[src/core/option_word_pkg.sv]
// Package of constants and types for the option word decoder.
package option_word_pkg;

  // ------------------------------------------------------------
  // Word geometry
  // ------------------------------------------------------------
  localparam int WORD_W = 13;
  localparam int ID_W = 19;

  // ------------------------------------------------------------
  // Field positions in word 0
  // ------------------------------------------------------------
  localparam int OSC_TYPE_BIT = 12;
  localparam int WDT_DIS_BIT = 11;
  localparam int CYCLE_BIT = 10;
  localparam int PROTECT_BIT = 9;
  localparam int RANGE_BIT = 8;
  localparam int RSVD_BIT = 7;
  localparam int POWER_BIT = 6;
  localparam int ID_LO_MSB = 5;

  // ------------------------------------------------------------
  // Reset values: safest settings until the words are captured.
  // ------------------------------------------------------------
  localparam logic [12:0] WORD0_RST = 13'h1_FFF;
  localparam logic [12:0] WORD1_RST = 13'h0_000;
  localparam logic [1:0] DIV_TWO = 2'h1;
  localparam logic [1:0] DIV_FOUR = 2'h3;

  // Oscillator modes.
  typedef enum logic [1:0] {
    rc_oscillator_mode = 2'b00,
    low_crystal_mode = 2'b01,
    high_crystal_mode = 2'b11
  } osc_mode_t;

  // Loader states, Gray coded along the path.
  typedef enum logic [1:0] {
    ST_IDLE = 2'b00,
    ST_CAPTURE = 2'b01,
    ST_LOCKED = 2'b11
  } load_state_t;

  // Decoded static controls.
  typedef struct packed {
    logic osc_type_sel;
    logic crystal_range_sel;
    osc_mode_t osc_mode;
    logic watchdog_en;
    logic four_period_cycle;
    logic code_protect;
    logic osc_power_sel;
    logic [1:0] timer_div_m1;
    logic [ID_W-1:0] customer_id;
  } option_ctrl_t;

endpackage

[src/core/option_word_decoder.sv]
// Captures the one-time option words at reset release and holds controls.
//
// Summary of operation
// - Option words sit outside program memory; the CPU cannot read them.
// - Store holds two 13-bit words, word 0 options, word 1 identity.
// - Word 0 bit 12: 0 RC oscillator, 1 crystal oscillator.
// - Word 0 bit 11 low enables the watchdog; high disables it.
// - Word 0 bit 10: 0 two, 1 four oscillator periods per cycle.
// - Word 0 bit 9 low turns code protection on.
// - Word 0 bit 8: 0 low-frequency crystal, 1 high-frequency crystal.
// - Range bit acts only with crystal type; programmer writes it 0 otherwise.
// - Word 0 bit 7 is reserved, always 1, and drives only the reserved_bit_error flag.
// - Word 0 bit 6: 0 low oscillator power, 1 high power.
// - Customer ID is word 0 bits 5..0 plus all of word 1.
// - Four-period cycle feeds the timer with Fosc/4 instead of Fosc/2.
`timescale 1ns/1ps
module option_word_decoder
  import option_word_pkg::*;
(
  // Clock and reset
  input wire logic clk,
  input wire logic rst_b,
  // Programmed option store, read by this block only
  input wire logic [12:0] otp_word0,
  input wire logic [12:0] otp_word1,
  // Decoded controls
  output option_word_pkg::option_ctrl_t ctrl,
  output logic ctrl_valid,
  output logic reserved_bit_error
);
  import option_word_pkg::*;

  // ------------------------------------------------------------
  // Private copy of the store
  // ------------------------------------------------------------

  // The words have no path to the program bus; only this block sees them.
  logic [12:0] word0;
  logic [12:0] word1;
  load_state_t state;
  option_ctrl_t next_ctrl;

  option_field_map u_map (
    .word0(word0),
    .word1(word1),
    .ctrl(next_ctrl)
  );

  // ------------------------------------------------------------
  // Loader sequence
  // ------------------------------------------------------------

  // Idle one cycle after release, capture, then lock until reset.
  always_ff @(posedge clk or negedge rst_b) begin
    if (!rst_b) begin
      state <= ST_IDLE;
    end else begin
      case (state)
        ST_IDLE: state <= ST_CAPTURE;
        ST_CAPTURE: state <= ST_LOCKED;
        ST_LOCKED: state <= ST_LOCKED;
        default: state <= ST_IDLE;
      endcase
    end
  end

  // Sampling happens clocked after release, never under the reset itself.
  always_ff @(posedge clk or negedge rst_b) begin
    if (!rst_b) begin
      word0 <= WORD0_RST;
      word1 <= WORD1_RST;
    end else if (state == ST_IDLE) begin
      word0 <= otp_word0;
      word1 <= otp_word1;
    end
  end

  // Outputs are registered and frozen once locked.
  always_ff @(posedge clk or negedge rst_b) begin
    if (!rst_b) begin
      ctrl <= '0;
      ctrl_valid <= 1'b0;
      reserved_bit_error <= 1'b0;
    end else if (state == ST_CAPTURE) begin
      ctrl <= next_ctrl;
      ctrl_valid <= 1'b1;
      // Flag only; the reserved bit drives no function.
      reserved_bit_error <= ~word0[RSVD_BIT];
    end
  end

  // ------------------------------------------------------------
  // Checks
  // ------------------------------------------------------------

  property p_frozen;
    @(posedge clk) disable iff (!rst_b)
      ctrl_valid |=> ($stable(ctrl) && ctrl_valid);
  endproperty
  a_frozen: assert property (p_frozen)
    else $error("controls changed after lock");

  property p_valid_time;
    @(posedge clk) disable iff (!rst_b)
      (state == ST_IDLE) |-> !ctrl_valid ##2 ctrl_valid;
  endproperty
  a_valid_time: assert property (p_valid_time)
    else $error("controls not valid two cycles after release");

  property p_osc_type;
    @(posedge clk) disable iff (!rst_b)
      (state == ST_CAPTURE) |=> ctrl.osc_type_sel == $past(word0[12]);
  endproperty
  a_osc_type: assert property (p_osc_type)
    else $error("oscillator type wrong");

  property p_wdt;
    @(posedge clk) disable iff (!rst_b)
      ctrl_valid |-> ctrl.watchdog_en == ~word0[11];
  endproperty
  a_wdt: assert property (p_wdt)
    else $error("watchdog enable wrong");

  property p_cycle;
    @(posedge clk) disable iff (!rst_b)
      ctrl_valid |-> ctrl.four_period_cycle == word0[10];
  endproperty
  a_cycle: assert property (p_cycle)
    else $error("cycle length wrong");

  property p_protect;
    @(posedge clk) disable iff (!rst_b)
      ctrl_valid |-> ctrl.code_protect == ~word0[9];
  endproperty
  a_protect: assert property (p_protect)
    else $error("protection wrong");

  property p_range;
    @(posedge clk) disable iff (!rst_b)
      ctrl_valid |-> (ctrl.crystal_range_sel == (word0[12] & word0[8]))
        && ((ctrl.osc_mode == high_crystal_mode) == (word0[12] & word0[8]));
  endproperty
  a_range: assert property (p_range)
    else $error("range bit acted without crystal");

  property p_power;
    @(posedge clk) disable iff (!rst_b)
      ctrl_valid |-> ctrl.osc_power_sel == word0[6];
  endproperty
  a_power: assert property (p_power)
    else $error("power level wrong");

  property p_id;
    @(posedge clk) disable iff (!rst_b)
      ctrl_valid |-> ctrl.customer_id == {word1, word0[5:0]};
  endproperty
  a_id: assert property (p_id)
    else $error("customer id wrong");

  property p_div;
    @(posedge clk) disable iff (!rst_b)
      ctrl_valid |-> ctrl.timer_div_m1 == (word0[10] ? 2'h3 : 2'h1);
  endproperty
  a_div: assert property (p_div)
    else $error("timer divider wrong");

endmodule

[src/core/option_field_map.sv]
// Pure decode of the two option words into static control fields.
`timescale 1ns/1ps
module option_field_map
  import option_word_pkg::*;
(
  // Raw option words
  input wire logic [12:0] word0,
  input wire logic [12:0] word1,
  // Decoded fields
  output option_word_pkg::option_ctrl_t ctrl
);

  // ------------------------------------------------------------
  // Field decode
  // ------------------------------------------------------------

  // Range bit only matters with a crystal; reserved bit is ignored.
  always_comb begin
    ctrl.osc_type_sel = word0[OSC_TYPE_BIT];
    ctrl.crystal_range_sel = word0[OSC_TYPE_BIT] & word0[RANGE_BIT];
    if (!word0[OSC_TYPE_BIT]) begin
      ctrl.osc_mode = rc_oscillator_mode;
    end else if (word0[RANGE_BIT]) begin
      ctrl.osc_mode = high_crystal_mode;
    end else begin
      ctrl.osc_mode = low_crystal_mode;
    end
    ctrl.watchdog_en = ~word0[WDT_DIS_BIT];
    ctrl.four_period_cycle = word0[CYCLE_BIT];
    ctrl.code_protect = ~word0[PROTECT_BIT];
    ctrl.osc_power_sel = word0[POWER_BIT];
    // Timer clock is Fosc/4 with the long cycle, else Fosc/2.
    ctrl.timer_div_m1 = word0[CYCLE_BIT] ? DIV_FOUR : DIV_TWO;
    ctrl.customer_id = {word1, word0[ID_LO_MSB:0]};
  end

endmodule

[config.mk]
export PLATFORM = sky130hd
export DESIGN_NAME = option_word_decoder
export DESIGN_NICKNAME = d
export VERILOG_FILES = /design/src/core/option_word_pkg.sv /design/src/core/option_word_decoder.sv /design/src/core/option_field_map.sv
export SDC_FILE = /design/constraint.sdc
export NUM_CORES = 1
export LEC_CHECK = 0
export BUFFER_PORTS_ARGS = -buffer_cell sky130_fd_sc_hd__buf_4
export CORE_MARGIN = 5
export CORE_UTILIZATION = 42
export DETAILED_ROUTE_END_ITERATION = 10
export PLACE_DENSITY_LB_ADDON = 0.25
export SYNTH_ARGS = -nofsm -noshare
export SYNTH_HDL_FRONTEND = slang
export SYNTH_SLANG_ARGS = --single-unit
[constraint.sdc]
create_clock -name clk -period 2.5 [get_ports clk]
set_input_delay 0.25 -clock clk [delete_from_list [all_inputs] [get_ports clk]]
set_output_delay 0.25 -clock clk [all_outputs]
set_load 0.05 [all_outputs]
==> impl_metrics.ini <==
[setup_path]
reg2reg_slack_ns = 0.85
crit_arrival_ns = 1.84
critPathRequiredTime_ns = 2.69
reg2reg_from = state[1]$_DFF_PN0_
timing.rr.end = ctrl[3]$_DFFE_PN0N_
critPathMaxStageDelay_ns = 0.71
critPathBufInv = 0
worstSetupPathType = reg2reg
critPathLaunchType = flop
worstPathMaxFanout = 27
crit_family = simple AND/OR/NAND/NOR gates
crit_chain = nand2b_2 -> mux2_2
worstRegToRegCells = 2
worst_setup_path_end_kind = flop
cp_slowest_cell = nand2b_2

[clock_network]
h-tree-depth = 2
clk_pin_slew_ns = 0.09
cts_buffers = 5
clk_latency_ns = 0.30
cts-root-buf = clkbuf_8
numClockSinks = 55
cts_buffer_depth = 2
tritoncts = built

[detailed_routing]
num_vias = 1148
drt-initial-drc-count = 31
ant_nets = 0
avgViaCountPerCell = 4.538
drt_wl_total_um = 3732
drt-pass1-iter-count = 2
drc_errors = 0
wl_per_cell_um = 14.75

[grt]
first_global_vias = 1251
grt_pass1_wl_um = 5975
grt_max_degree = 56
antenna_found_initial = 0
grt_util_all_layers_pct = 11.95
grt-ovfl-total = 0

[die]
die_height_um = 82.14
core_um2 = 5075
dieArea_um2 = 6747
dieWidth_um = 82.14
initial_core_util_pct = 43.07
ios = 59
rows = 26

[sta]
tightest_slew_ns = 0.8639
fin_crit_sh_pct = 65.88
finalMaxSlewViolations = 0
setup-violations-final = 0
fmax_ghz = 0.6072
slew_headroom_pct = 42.40
finalSetupTns_ns = 0
period_minus_slack_ns = 1.647
grt_setup_unrepaired = false
fin_skew_ns = 0.005400
final-hold-violation-count = 0

[power]
p_leak_nw = 1.285
seqPwrFrac_pct = 58.0
p_switching_mw = 0.4289
ir_drop_uv = 329.7
p_comb_share_pct = 13.5
p_clk_share_pct = 28.5
p_per_area_nw_per_um2 = 614.4
power.total_mw = 1.661
internal_power_mw = 1.232
switching_share_pct = 25.82

[layout]
layout.cells.non_filler = 253
final_common_cell = buf_4
area_growth_syn_to_layout_pct = 23.70
diodes = 0
drive_above_1_share_pct = 70.49
layout_common_cells = buf_4, dfrtp_1, mux2_2, mux2_4, dfstp_2
nets = 210

[place]
portBuffers = 58
dp.cells = 244
place.gp.congestion = 0.6540
hpwlAfterDp_um = 2628

[min_path]
min_to = word0[10]$_DFFE_PN1N_
hold_depth = 2
hp-class = in2reg
hp-start = otp_word0[10]

[status]
status = completed

[synth]
synth_cells = 126
ys_types = 15
synth_warnings = 0
synth.top_cell.area_share_pct = 48.08
yosysSeqAreaShare_pct = 63.71
synth-seq-cells = 55
synth_top_area_cell = dfrtp_1
ys_top_cells_by_area = dfrtp_1, mux2_2, dfstp_2
synth_area_um2 = 2186
avgSynthCellArea_um2 = 17.35
syn-num-nets = 154

[job]
cap_viol_max_count = 0
==> final cells by class <==
| cell class | instances | area [um2] |
|---|---|---|
| fill | 460 | 2371 |
| clock inverter | 3 | 18.77 |
| multi-input combinational | 57 | 675.6 |
| inverter | 4 | 15.01 |
| clock buffer | 5 | 68.82 |
| timing repair buffer | 59 | 445.4 |
| tap | 70 | 87.58 |
| sequential | 55 | 1393 |
==> power groups by stage <==
stage,logic [mW],clock network (mW),registers (mW)
floorplan,0.0576,0,1.05
global placement,0.222,0,0.979
detailed placement,0.227,0,0.981
CTS,0.228,0.494,0.965
global route,0.238,0.535,0.970
finish,0.224,0.473,0.964
==> worst max path at each step <==
stage / from / to / slack, ns / cells after the start
2_1_floorplan: state[0]$_DFF_PN0_ / word1[0]$_DFFE_PN0N_ / 1.25 / 3
3_3_place_gp: state[1]$_DFF_PN0_ / ctrl[1]$_DFFE_PN0N_ / 0.88 / 2
3_5_place_dp: state[1]$_DFF_PN0_ / ctrl[0]$_DFFE_PN0N_ / 0.83 / 2
4_1_cts: state[1]$_DFF_PN0_ / ctrl[0]$_DFFE_PN0N_ / 0.81 / 2
5_1_grt: state[1]$_DFF_PN0_ / ctrl[3]$_DFFE_PN0N_ / 0.74 / 2
6_report: state[1]$_DFF_PN0_ / ctrl[3]$_DFFE_PN0N_ / 0.85 / 2
==> worst reg2reg max path, cell delays in order, from the launching register on <==
cell      delay [ns]
dfrtp_1         0.41
nand2b_2        0.71
mux2_2          0.42
==> cell usage after synthesis <==
master,instances
dfrtp_1,42
mux2_2,32
mux2_4,15
dfstp_2,13
buf_4,6
inv_1,4
mux2i_1,4
buf_12,2
nand2b_1,2
buf_6,1
dlygate4sd1_1,1
mux2_1,1
nand2_1,1
nor2_4,1
or2b_2,1
==> through the flow <==
step	area [um2]	setup slack, ns	util (%)	hold slack (ns)
finish	2704	0.8531	53.28	0.1683
global route	2704	0.7400	53.28	0.1508
CTS	2704	0.8119	53.28	0.1627
detailed placement	2606	0.8275	51.36	0.3286
global placement	2606	0.8787	51.36	0.3077
floorplan	2186	1.254	-	-0.04559
==> layer usage <==
layer	routed length, um	part of all wire (%)	GRT usage, %
met4	43	1.2	3.987
met1	1618	43	14.09
met2	1806	48	19.95
met3	263	7.0	4.664
met5	0	0	0
==> cells by family after synthesis <==
logic type	Yosys count	synth area share (%)
buf+inv	14	5.495
flops	55	63.71
mux	52	29.14
simple gates	5	1.660
==> state kept, by name, summed over array words and instances, names as in the netlist <==
register / flops
ctrl: 26
word0: 13
word1: 13
state: 2
reserved_bit_error: 1
==> repair_timing <==
item | in CTS | in global routing
hold buffers | 1 | 0
buffers inserted | 0 | 0
hold endpoints to repair | 25 | 0
gates resized for setup | 0 | 0
setup endpoints to repair | 0 | 0
(Power assumes the default switching activity.)
